$ cat src/pkg/cmd_defines.svh
/*
 Constants of the uplink command decoder: message fields, opcodes,
 configuration sub-codes, register offsets and reset values.
 Assumes inclusion by bare name from pkg/ on the include path.
*/
`ifndef CMD_DEFINES_SVH
`define CMD_DEFINES_SVH

// message layout: 33 bits, opcode on top, 24-bit payload below
`define OP_HI          32
`define OP_LO          27
`define PAY_HI         23
`define SUB_HI         23
`define SUB_LO         16
`define HW_RTC_BIT     23

// opcodes
`define OP_CFG         6'h01
`define OP_REC         6'h02
`define OP_TLM         6'h03
`define OP_RTC         6'h04
`define OP_HDR         6'h05
`define OP_DATA        6'h06

// configuration sub-codes
`define CFG_HWL_ON     8'h01
`define CFG_HWL_OFF    8'h02
`define CFG_BYP_ON     8'h03
`define CFG_BYP_OFF    8'h04
`define CFG_DIAG_ON    8'h05
`define CFG_DIAG_OFF   8'h06
`define CFG_SAFE_CLR   8'h07
`define CFG_ECHO_ON    8'h08
`define CFG_ECHO_OFF   8'h09
`define CFG_MOD_SEL    8'h0A
`define CFG_CPU_RST    8'h0B
`define CFG_CPU_REL    8'h0C
`define CFG_LOAD_C     8'h0D
`define CFG_LOAD_D     8'h0E
`define CFG_HWL_ADDR   8'h0F

// register byte offsets
`define REG_STATUS     8'h00
`define REG_CTRL       8'h04
`define REG_FAULT      8'h08
`define REG_STAT1      8'h0C
`define REG_MODSEL     8'h10

// reset values and counts
`define MODSEL_RST     16'h0000
`define HWL_ADDR_RST   16'h0000
`define BITS_PER_CMD   5'h18
`define DIAG_PULSES    5'h08
`define RESP_OKAY      2'h0
`define RESP_SLVERR    2'h2

`endif

$ cat src/pkg/cmd_pkg.sv
/*
 Types shared by the uplink command decoder and its remote-unit sender.
 Assumes nothing of its surroundings.
*/
package cmd_pkg;
   typedef enum logic [2:0] {MSG_NONE, MSG_CFG, MSG_REC, MSG_TLM, MSG_RTC, MSG_HDR, MSG_DATA} msg_class_t;
   typedef enum logic [1:0] {KIND_RTC, KIND_HDR, KIND_DATA} cif_kind_t;
   typedef enum logic [1:0] {SND_IDLE, SND_WAIT, SND_SHIFT} snd_state_t;
endpackage

$ cat src/verilog/ru_sender.sv
/*
 Serialises one 24-bit real-time command to the remote-unit interface.
 Assumes 1.024 MHz and 25 kHz one-cycle strobes on aclk and an echo
 fault level from the remote-unit interface on the same clock.
*/
`timescale 1ns/10ps
`default_nettype none
`include "cmd_defines.svh"

module ru_sender (
   // system
   input  wire logic        aclk,
   input  wire logic        aresetn,
   // command in
   input  wire logic        start,
   input  wire logic [23:0] word,
   input  wire logic        diag,
   input  wire logic        echo_en,
   output logic             busy,
   // timing strobes
   input  wire logic        tick_1m,
   input  wire logic        tick_25k,
   // remote-unit interface
   input  wire logic        echo_bad,
   output logic             ru_clk_r,
   output logic             ru_data_r,
   output logic             ru_gate_r
);
   cmd_pkg::snd_state_t state_r;
   logic [23:0]         shift_r;
   logic [4:0]          slot_r;
   logic [4:0]          pulses_r;
   logic                diag_r;
   logic                stop_r;
   logic                phase_r;
   logic [4:0]          limit;

   // diagnostic frames carry every data bit but too few clocks
   assign limit = diag_r ? `DIAG_PULSES : `BITS_PER_CMD;
   assign busy  = (state_r != cmd_pkg::SND_IDLE);

   always_ff @(posedge aclk) begin
      if (!aresetn) begin
         state_r   <= cmd_pkg::SND_IDLE;
         shift_r   <= 24'h000000;
         slot_r    <= 5'h00;
         pulses_r  <= 5'h00;
         diag_r    <= 1'b0;
         stop_r    <= 1'b0;
         phase_r   <= 1'b0;
         ru_clk_r  <= 1'b0;
         ru_data_r <= 1'b0;
         ru_gate_r <= 1'b0;
      end else begin
         case (state_r)
            cmd_pkg::SND_IDLE: begin
               if (start) begin
                  shift_r  <= word;
                  diag_r   <= diag;
                  stop_r   <= 1'b0;
                  phase_r  <= 1'b0;
                  slot_r   <= 5'h00;
                  pulses_r <= 5'h00;
                  state_r  <= cmd_pkg::SND_WAIT;
               end
            end
            // frames start on the slow strobe so word gaps stay regular
            cmd_pkg::SND_WAIT: begin
               if (tick_25k) begin
                  ru_gate_r <= 1'b1;
                  state_r   <= cmd_pkg::SND_SHIFT;
               end
            end
            cmd_pkg::SND_SHIFT: begin
               if (echo_en && echo_bad) begin
                  stop_r   <= 1'b1;
                  ru_clk_r <= 1'b0;
               end else if (tick_1m) begin
                  // own phase bit: a withheld clock must not stall the slot count
                  phase_r <= !phase_r;
                  if (!phase_r) begin
                     ru_data_r <= shift_r[23];
                     if (!stop_r && pulses_r < limit) begin
                        ru_clk_r <= 1'b1;
                        pulses_r <= pulses_r + 5'h01;
                     end
                     if (slot_r == `BITS_PER_CMD) begin
                        ru_gate_r <= 1'b0;
                        ru_clk_r  <= 1'b0;
                        phase_r   <= 1'b0;
                        state_r   <= cmd_pkg::SND_IDLE;
                     end
                  end else begin
                     ru_clk_r <= 1'b0;
                     shift_r  <= {shift_r[22:0], 1'b0};
                     slot_r   <= slot_r + 5'h01;
                  end
               end
            end
            default: state_r <= cmd_pkg::SND_IDLE;
         endcase
      end
   end
endmodule
`default_nettype wire

$ cat src/verilog/uplink_command_decoder.sv
/*
 Uplink command decoder: classifies 33-bit uplink messages, runs the
 configuration commands, forwards module control, feeds the computer
 and the remote-unit sender, and exposes status over AXI4-Lite.
 Assumes uplink messages, selection pulses, timing strobes and echo
 status come from logic on aclk; only the safe-mode pin is asynchronous.
*/
`timescale 1ns/10ps
`default_nettype none
`include "cmd_defines.svh"

module uplink_command_decoder #(
   parameter int FAULT_W = 8,
   parameter bit UNIT_B  = 1'b0
) (
   // system
   input  wire logic               aclk,
   input  wire logic               aresetn,
   // uplink interface
   input  wire logic               msg_valid,
   input  wire logic [32:0]        msg_data,
   input  wire logic               sel_a_cmd,
   input  wire logic               sel_b_cmd,
   // timing module strobes
   input  wire logic               tick_1m,
   input  wire logic               tick_25k,
   // power supply electronics
   input  wire logic               safe_init_pin,
   // telemetry ROM
   input  wire logic [15:0]        rom_status1,
   // computer interface module
   output logic                    cif_valid_r,
   output logic [1:0]              cif_kind_r,
   output logic [23:0]             cif_word_r,
   output logic                    cpu_reset,
   output logic                    safe_int_r,
   output logic                    hwl_we_r,
   output logic [15:0]             hwl_addr_r,
   output logic [23:0]             hwl_data_r,
   // unit module control
   output logic                    rec_valid_r,
   output logic                    tlm_valid_r,
   output logic [23:0]             ctrl_word_r,
   output logic                    inhibit_r,
   output logic                    safe_relay_r,
   output logic [15:0]             module_sel_r,
   output logic                    power_a_r,
   output logic                    power_b_r,
   // remote-unit interface
   output logic                    ruif_we_r,
   output logic                    ruif_sel_d_r,
   output logic [23:0]             ruif_data_r,
   output logic                    ru_clk,
   output logic                    ru_data,
   output logic                    ru_gate,
   input  wire logic               echo_bad,
   input  wire logic [FAULT_W-1:0] ru_fault,
   // AXI4-Lite slave
   input  wire logic [7:0]         awaddr,
   input  wire logic               awvalid,
   output logic                    awready,
   input  wire logic [31:0]        wdata,
   input  wire logic [3:0]         wstrb,
   input  wire logic               wvalid,
   output logic                    wready,
   output logic [1:0]              bresp,
   output logic                    bvalid,
   input  wire logic               bready,
   input  wire logic [7:0]         araddr,
   input  wire logic               arvalid,
   output logic                    arready,
   output logic [31:0]             rdata,
   output logic [1:0]              rresp,
   output logic                    rvalid,
   input  wire logic               rready
);
   if (FAULT_W < 1 || FAULT_W > 8) begin : g_bad_fault_w
      $error("FAULT_W must lie in 1..8");
   end

   cmd_pkg::msg_class_t cls;
   logic [23:0]         pay;
   logic [7:0]          sub;
   logic                active, take, cfg;
   logic                hwl_r, bypass_r, diag_r, echo_en_r, cpu_hold_r;
   logic [7:0]          hwl_left_r;
   logic                safe_s1_r, safe_s2_r, safe_d_r, safe_rise;
   logic                snd_start, snd_busy;
   logic [FAULT_W-1:0]  fault_r;
   logic [15:0]         status1_r;

   // redundant pair: only the powered unit listens
   assign active = UNIT_B ? power_b_r : power_a_r;
   assign take   = msg_valid && active;
   assign pay    = msg_data[`PAY_HI:0];
   assign sub    = msg_data[`SUB_HI:`SUB_LO];
   assign cfg    = take && cls == cmd_pkg::MSG_CFG;

   always_comb begin
      case (msg_data[`OP_HI:`OP_LO])
         `OP_CFG:  cls = cmd_pkg::MSG_CFG;
         `OP_REC:  cls = cmd_pkg::MSG_REC;
         `OP_TLM:  cls = cmd_pkg::MSG_TLM;
         `OP_RTC:  cls = cmd_pkg::MSG_RTC;
         `OP_HDR:  cls = cmd_pkg::MSG_HDR;
         `OP_DATA: cls = cmd_pkg::MSG_DATA;
         default:  cls = cmd_pkg::MSG_NONE;
      endcase
   end

   // safe-mode pin is asynchronous
   always_ff @(posedge aclk) begin
      if (!aresetn) begin
         safe_s1_r <= 1'b0;
         safe_s2_r <= 1'b0;
         safe_d_r  <= 1'b0;
      end else begin
         safe_s1_r <= safe_init_pin;
         safe_s2_r <= safe_s1_r;
         safe_d_r  <= safe_s2_r;
      end
   end
   assign safe_rise = safe_s2_r && !safe_d_r;

   // configuration state; computer writes cannot touch bypass or diag
   always_ff @(posedge aclk) begin
      if (!aresetn) begin
         hwl_r        <= 1'b0;
         bypass_r     <= 1'b1;
         diag_r       <= 1'b0;
         cpu_hold_r   <= 1'b0;
         module_sel_r <= `MODSEL_RST;
      end else begin
         if (cfg) begin
            case (sub)
               `CFG_HWL_ON:  hwl_r <= (pay[7:0] != 8'h00);
               `CFG_HWL_OFF: hwl_r <= 1'b0;
               `CFG_BYP_ON:  bypass_r <= 1'b1;
               `CFG_BYP_OFF: bypass_r <= 1'b0;
               `CFG_DIAG_ON:  diag_r <= 1'b1;
               `CFG_DIAG_OFF: diag_r <= 1'b0;
               `CFG_CPU_RST: cpu_hold_r <= 1'b1;
               `CFG_CPU_REL: cpu_hold_r <= 1'b0;
               `CFG_MOD_SEL: module_sel_r <= pay[15:0];
               default: ;
            endcase
         end
         if (safe_rise) begin
            bypass_r <= 1'b1;
         end
      end
   end

   assign cpu_reset = hwl_r || cpu_hold_r;

   // hardware load: data words go straight to computer memory
   always_ff @(posedge aclk) begin
      if (!aresetn) begin
         hwl_left_r <= 8'h00;
         hwl_addr_r <= `HWL_ADDR_RST;
         hwl_we_r   <= 1'b0;
         hwl_data_r <= 24'h000000;
      end else begin
         hwl_we_r <= 1'b0;
         if (cfg && sub == `CFG_HWL_ON) begin
            hwl_left_r <= pay[7:0];
         end else if (cfg && sub == `CFG_HWL_ADDR) begin
            hwl_addr_r <= pay[15:0];
         end else if (take && cls == cmd_pkg::MSG_DATA && hwl_r && hwl_left_r != 8'h00) begin
            hwl_we_r   <= 1'b1;
            hwl_data_r <= pay;
            hwl_left_r <= hwl_left_r - 8'h01;
         end
         if (hwl_we_r) begin
            hwl_addr_r <= hwl_addr_r + 16'h0001;
         end
      end
   end

   // routing of control, computer and remote-unit words
   always_ff @(posedge aclk) begin
      if (!aresetn) begin
         cif_valid_r  <= 1'b0;
         cif_kind_r   <= 2'h0;
         cif_word_r   <= 24'h000000;
         rec_valid_r  <= 1'b0;
         tlm_valid_r  <= 1'b0;
         ctrl_word_r  <= 24'h000000;
         ruif_we_r    <= 1'b0;
         ruif_sel_d_r <= 1'b0;
         ruif_data_r  <= 24'h000000;
      end else begin
         cif_valid_r <= 1'b0;
         rec_valid_r <= 1'b0;
         tlm_valid_r <= 1'b0;
         ruif_we_r   <= 1'b0;
         if (take && (cls == cmd_pkg::MSG_REC || cls == cmd_pkg::MSG_TLM)) begin
            rec_valid_r <= (cls == cmd_pkg::MSG_REC);
            tlm_valid_r <= (cls == cmd_pkg::MSG_TLM);
            ctrl_word_r <= pay;
         end
         if (take && !snd_start && ((cls == cmd_pkg::MSG_RTC) || (cls == cmd_pkg::MSG_HDR) ||
             (cls == cmd_pkg::MSG_DATA && !hwl_r))) begin
            cif_valid_r <= 1'b1;
            cif_word_r  <= pay;
            cif_kind_r  <= (cls == cmd_pkg::MSG_RTC) ? cmd_pkg::KIND_RTC :
                           (cls == cmd_pkg::MSG_HDR) ? cmd_pkg::KIND_HDR : cmd_pkg::KIND_DATA;
         end
         if (cfg && (sub == `CFG_LOAD_C || sub == `CFG_LOAD_D)) begin
            ruif_we_r    <= 1'b1;
            ruif_sel_d_r <= (sub == `CFG_LOAD_D);
            ruif_data_r  <= {8'h00, pay[15:0]};
         end
      end
   end

   // in bypass or diagnostic, hardware commands go direct; one arriving while busy is dropped
   assign snd_start = take && cls == cmd_pkg::MSG_RTC && pay[`HW_RTC_BIT] && (bypass_r || diag_r);

   ru_sender u_sender (
      .aclk      (aclk),
      .aresetn   (aresetn),
      .start     (snd_start && !snd_busy),
      .word      (pay),
      .diag      (diag_r),
      .echo_en   (echo_en_r),
      .busy      (snd_busy),
      .tick_1m   (tick_1m),
      .tick_25k  (tick_25k),
      .echo_bad  (echo_bad),
      .ru_clk_r  (ru_clk),
      .ru_data_r (ru_data),
      .ru_gate_r (ru_gate)
   );

   // safe mode, inhibits and unit power
   always_ff @(posedge aclk) begin
      if (!aresetn) begin
         safe_int_r   <= 1'b0;
         safe_relay_r <= 1'b0;
         inhibit_r    <= 1'b1;
         power_a_r    <= 1'b1;
         power_b_r    <= 1'b0;
      end else begin
         // a new initiate beats a simultaneous clear
         safe_int_r   <= safe_rise || (safe_int_r && !(cfg && sub == `CFG_SAFE_CLR));
         safe_relay_r <= safe_s2_r;
         inhibit_r    <= bypass_r || diag_r;
         if (sel_a_cmd) begin
            power_a_r <= 1'b1;
            power_b_r <= 1'b0;
         end else if (sel_b_cmd) begin
            power_a_r <= 1'b0;
            power_b_r <= 1'b1;
         end
      end
   end

   // AXI4-Lite: address and data may arrive in either order
   logic       aw_ok_r, w_ok_r, wr_go;
   logic [7:0] aw_addr_r;
   logic [7:0] w_low_r;
   logic       w_lane0_r;

   assign awready = !aw_ok_r && !bvalid;
   assign wready  = !w_ok_r && !bvalid;
   assign arready = !rvalid;
   assign wr_go   = aw_ok_r && w_ok_r && !bvalid;

   always_ff @(posedge aclk) begin
      if (!aresetn) begin
         aw_ok_r   <= 1'b0;
         w_ok_r    <= 1'b0;
         aw_addr_r <= 8'h00;
         w_low_r   <= 8'h00;
         w_lane0_r <= 1'b0;
         bvalid    <= 1'b0;
         bresp     <= `RESP_OKAY;
      end else begin
         if (awvalid && awready) begin
            aw_ok_r   <= 1'b1;
            aw_addr_r <= awaddr;
         end
         if (wvalid && wready) begin
            w_ok_r    <= 1'b1;
            w_low_r   <= wdata[7:0];
            w_lane0_r <= wstrb[0];
         end
         if (wr_go) begin
            aw_ok_r <= 1'b0;
            w_ok_r  <= 1'b0;
            bvalid  <= 1'b1;
            bresp   <= (aw_addr_r <= `REG_MODSEL && aw_addr_r[1:0] == 2'h0) ? `RESP_OKAY : `RESP_SLVERR;
         end else if (bvalid && bready) begin
            bvalid <= 1'b0;
         end
      end
   end

   // echo checking: ground or computer may change it, ground wins in the same cycle
   always_ff @(posedge aclk) begin
      if (!aresetn) begin
         echo_en_r <= 1'b1;
      end else if (cfg && (sub == `CFG_ECHO_ON || sub == `CFG_ECHO_OFF)) begin
         echo_en_r <= (sub == `CFG_ECHO_ON);
      end else if (wr_go && aw_addr_r == `REG_CTRL && w_lane0_r) begin
         echo_en_r <= w_low_r[0];
      end
   end

   // sticky remote-unit faults, write one to clear, new fault wins
   always_ff @(posedge aclk) begin
      if (!aresetn) begin
         fault_r   <= '0;
         status1_r <= rom_status1;
      end else begin
         if (wr_go && aw_addr_r == `REG_FAULT && w_lane0_r) begin
            fault_r <= (fault_r & ~w_low_r[FAULT_W-1:0]) | ru_fault;
         end else begin
            fault_r <= fault_r | ru_fault;
         end
      end
   end

   always_ff @(posedge aclk) begin
      if (!aresetn) begin
         rvalid <= 1'b0;
         rdata  <= 32'h00000000;
         rresp  <= `RESP_OKAY;
      end else if (arvalid && arready) begin
         rvalid <= 1'b1;
         rresp  <= `RESP_OKAY;
         case (araddr)
            `REG_STATUS: rdata <= {19'h00000, cpu_reset, safe_int_r, diag_r, bypass_r, hwl_r, hwl_left_r};
            `REG_CTRL:   rdata <= {31'h00000000, echo_en_r};
            `REG_FAULT:  rdata <= {{(32-FAULT_W){1'b0}}, fault_r};
            `REG_STAT1:  rdata <= {16'h0000, status1_r};
            `REG_MODSEL: rdata <= {16'h0000, module_sel_r};
            default: begin
               rdata <= 32'h00000000;
               rresp <= `RESP_SLVERR;
            end
         endcase
      end else if (rvalid && rready) begin
         rvalid <= 1'b0;
      end
   end
endmodule
`default_nettype wire
$ cat config.mk
export PLATFORM = sky130hd
export DESIGN_NAME = uplink_command_decoder
export DESIGN_NICKNAME = d
export VERILOG_FILES = /design/src/pkg/cmd_pkg.sv /design/src/verilog/ru_sender.sv /design/src/verilog/uplink_command_decoder.sv
export VERILOG_INCLUDE_DIRS = /design/src /design/src/pkg
export SDC_FILE = /design/constraint.sdc
export NUM_CORES = 1
export LEC_CHECK = 0
export BUFFER_PORTS_ARGS = -buffer_cell sky130_fd_sc_hd__buf_2
export CORE_ASPECT_RATIO = 0.7
export CORE_MARGIN = 4
export CORE_UTILIZATION = 40
export CTS_CLUSTER_SIZE = 25
export DETAILED_ROUTE_END_ITERATION = 16
export GPL_TIMING_DRIVEN = 0
export PLACE_DENSITY = 0.67
export SYNTH_ARGS = -nofsm -noshare
export SYNTH_HDL_FRONTEND = slang
export SYNTH_SLANG_ARGS = --single-unit
$ cat constraint.sdc
create_clock -name aclk -period 2.01 [get_ports aclk]
set_input_delay 0.402 -clock aclk [delete_from_list [all_inputs] [get_ports aclk]]
set_output_delay 0.402 -clock aclk [all_outputs]
set_load 0.005 [all_outputs]
==> flow_metrics.env <==
export IMPL_cp_end_kind="flop"
export IMPL_fill_cells=2424
export IMPL_coreArea_um2=25870
export IMPL_vias=10400
export IMPL_p_leak_uw=0.005764
export IMPL_syn_to_final_growth_pct=32.85
export IMPL_layout_common_cells="buf_2, dfxtp_1, nand2_1"
export IMPL_antenna_found_initial=2
export IMPL_synth_top_area_cell="dfxtp_1"
export IMPL_clockRootBuffer="clkbuf_16"
export IMPL_tightestPinTransition_ns=0.9615
export IMPL_crit_fanout=5
export IMPL_rsz0062_at_grt="true"
export IMPL_postPlaceCellArea_um2=12370
export IMPL_synth_top_area_share_pct=44.85
export IMPL_initial_core_util_pct=40.88
export IMPL_grt_use_total_pct=24.63
export IMPL_syn_inst=1211
export IMPL_timing_setup_tns_ns=-1.566
export IMPL_grt_max_degree=26
export IMPL_cts_buffers=27
export IMPL_clockBufferDepth=3
export IMPL_fin_ws_ns=-0.1438
export IMPL_final_area_um2=14050
export IMPL_synth_async_sr_flop_share_pct=0
export IMPL_synth_ff_type="dfxtp_1"
export IMPL_ys_ff_latch=253
export IMPL_layout_commonest_cell="buf_2"
export IMPL_syn_cell_area_um2=10580
export IMPL_io_buffers=246
export IMPL_ys_top_cells_by_area="dfxtp_1, nand2_1, mux2i_1, a21oi_1, edfxtp_1"
export IMPL_die_x_um=202.4
export IMPL_die_y_um=144.1
export IMPL_ant_nets=0
export IMPL_drive_gt1_share_pct=30.79
export IMPL_clkSinkCount=253
export IMPL_worstPathRequired_ns=2.46
export IMPL_ys_types=64
export IMPL_cts_tree="built"
export IMPL_layout_area_seq_um2=5244
export IMPL_first_global_vias=9549
export IMPL_grt_overflow=0
export IMPL_clk_pin_slew_ns=0.06
export IMPL_finalHoldViolCount=0
export IMPL_finalCriticalPeriod_ns=2.154
export IMPL_worstSetupPathType="flop to flop"
export IMPL_drc=0
export IMPL_timing_final_crit_share_pct=107.2
export IMPL_slew_violations=0
export IMPL_critPathLaunchType="flop"
export IMPL_gp_congestion=0.9210
export IMPL_pre_cts_slack_ns=-0.9923
export IMPL_wl_per_cell_um=20.16
export IMPL_critPathArrivalTime_ns=2.61
export IMPL_final_core_util_pct=54.31
export IMPL_violations="setup timing"
export IMPL_layout_nets=1672
export IMPL_setup_violations_final=25
export IMPL_drt_vias_per_instance=5.419
export IMPL_synth_edff_count=16
export IMPL_ys_seq_area_share_pct=49.40
export IMPL_hold_class="input port to flop"
export IMPL_syn_avg_cell_area_um2=8.735
export IMPL_row_count=49
export IMPL_first_iter_violations=962
export IMPL_multi_input_area_um2=5152
export IMPL_p_per_area_nw_per_um2=793.2
export IMPL_run_status="complete, but fails checks"
export IMPL_finalNonFillerCells=1920
export IMPL_place_inst=1839
export IMPL_wl_um=38700
export IMPL_max_slew_margin_pct=35.90
export IMPL_clock_skew_ns=0.02062
export IMPL_drt_first_pass_iters=6
export IMPL_clock_latency_ns=0.55
export IMPL_die_area_um2=29150
export IMPL_grt_pass1_wl_um=56140
export IMPL_yosysWarnings=0
export IMPL_max_cap_viol_count=0
export IMPL_io_pins=309
export IMPL_dp_hpwl_um=27670
export IMPL_cts_max_level=1
export IMPL_irDropWorstVdd_mv=0.5683
export IMPL_fmax_mhz=464.3
-- where the power goes --
part           switching, uW  total (uW)  internal (uW)
logic                    495         744            249
registers               51.5        5200           5150
clock network           2090        5200           3110
-- critical path, stage by stage, from the launching register on --
cell and delay [ns]:
dfxtp_4 0.34, or4b_4 0.55, or4_4 0.47, nand2_4 0.10, buf_6 0.12, buf_12 0.11, buf_8 0.12, buf_4 0.11
nor2_2 0.03, a211oi_2 0.13
-- per-stage QoR --
step,total power (uW),hold slack (ns)
3_3_place_gp,6005,0.4203
2_1_floorplan,5669,0.4119
4_1_cts,11180,0.02312
3_5_place_dp,6017,0.4189
5_1_grt,11490,0.02378
6_report,11150,0.03442
-- layer usage --
metal  vias up  GRT usage, %  wire length (um)
met4         2         5.498               710
met3        60         4.976              3786
met2       500         36.25             16280
li1       4878             -                 -
met5         -             0                11
met1      4964         37.38             17920
-- area by class of cell --
cell class              count  area share (%)
inverters                  13          0.3473
repair buffers            281           11.41
plain buffers             104           4.470
diodes                      1         0.01781
clock inverters            12           1.024
well taps                 357           3.179
multi-input cells         862           36.67
clock buffers              37           5.574
flip-flops and latches    253           37.32
-- final timing paths --
path | from | endpoint | slack, ns | cells after the start
worst min-delay path | rom_status1[12] | status1_r[12] | 0.03 | 1
worst max register to register | u_sender.state_r[0] | u_sender.shift_r[10] | -0.14 | 9
worst min register to register | safe_s1_r | safe_s2_r | 0.45 | 1
worst max-delay path | u_sender.state_r[0] | u_sender.shift_r[10] | -0.14 | 9
-- repair_timing --
action	4_1_cts	5_1_grt
buffers inserted	16	18
hold buffers	0	0
endpoints found under the hold margin	0	0
gates resized for setup	56	92
endpoints found under the setup margin	174	151
pin swaps	19	34
gates cloned	3	3
-- cells by family after synthesis --
group,synth area share (%)
simple gates,21.29
flops,49.40
mux,5.607
buf+inv,5.701
fa+ha+maj,0.8280
other cells,0.03545
compound gates,15.90
xor+xnor,1.242
-- cells in the mapped netlist, types with 5 or more instances --
cell and number:
nor4_1 7, a211oi_1 26, a31oi_1 8, nor3_1 23, dfxtp_1 237, o21ai_2 10
a22o_1 13, nor2b_1 9, o21ai_0 77, a21oi_1 103, ha_1 7, nand2_1 188
a2bb2oi_1 5, a211oi_2 6, xnor2_1 11, edfxtp_1 16, mux2i_1 57, buf_4 30
inv_1 12, buf_2 5, and2_1 6, nor2_1 100, nand3_1 83, nand2b_1 8
o21ai_1 6, nand4_1 15, clkbuf_1 67
-- flip-flops by register name, summed over array words and instances (netlist names), 16 cells and up --
name	count
cif_word_r	24
ctrl_word_r	24
hwl_data_r	24
u_sender.shift_r	24
hwl_addr_r	16
module_sel_r	16
rdata	16
ruif_data_r	16
status1_r	16
(Power assumes the default switching activity.)
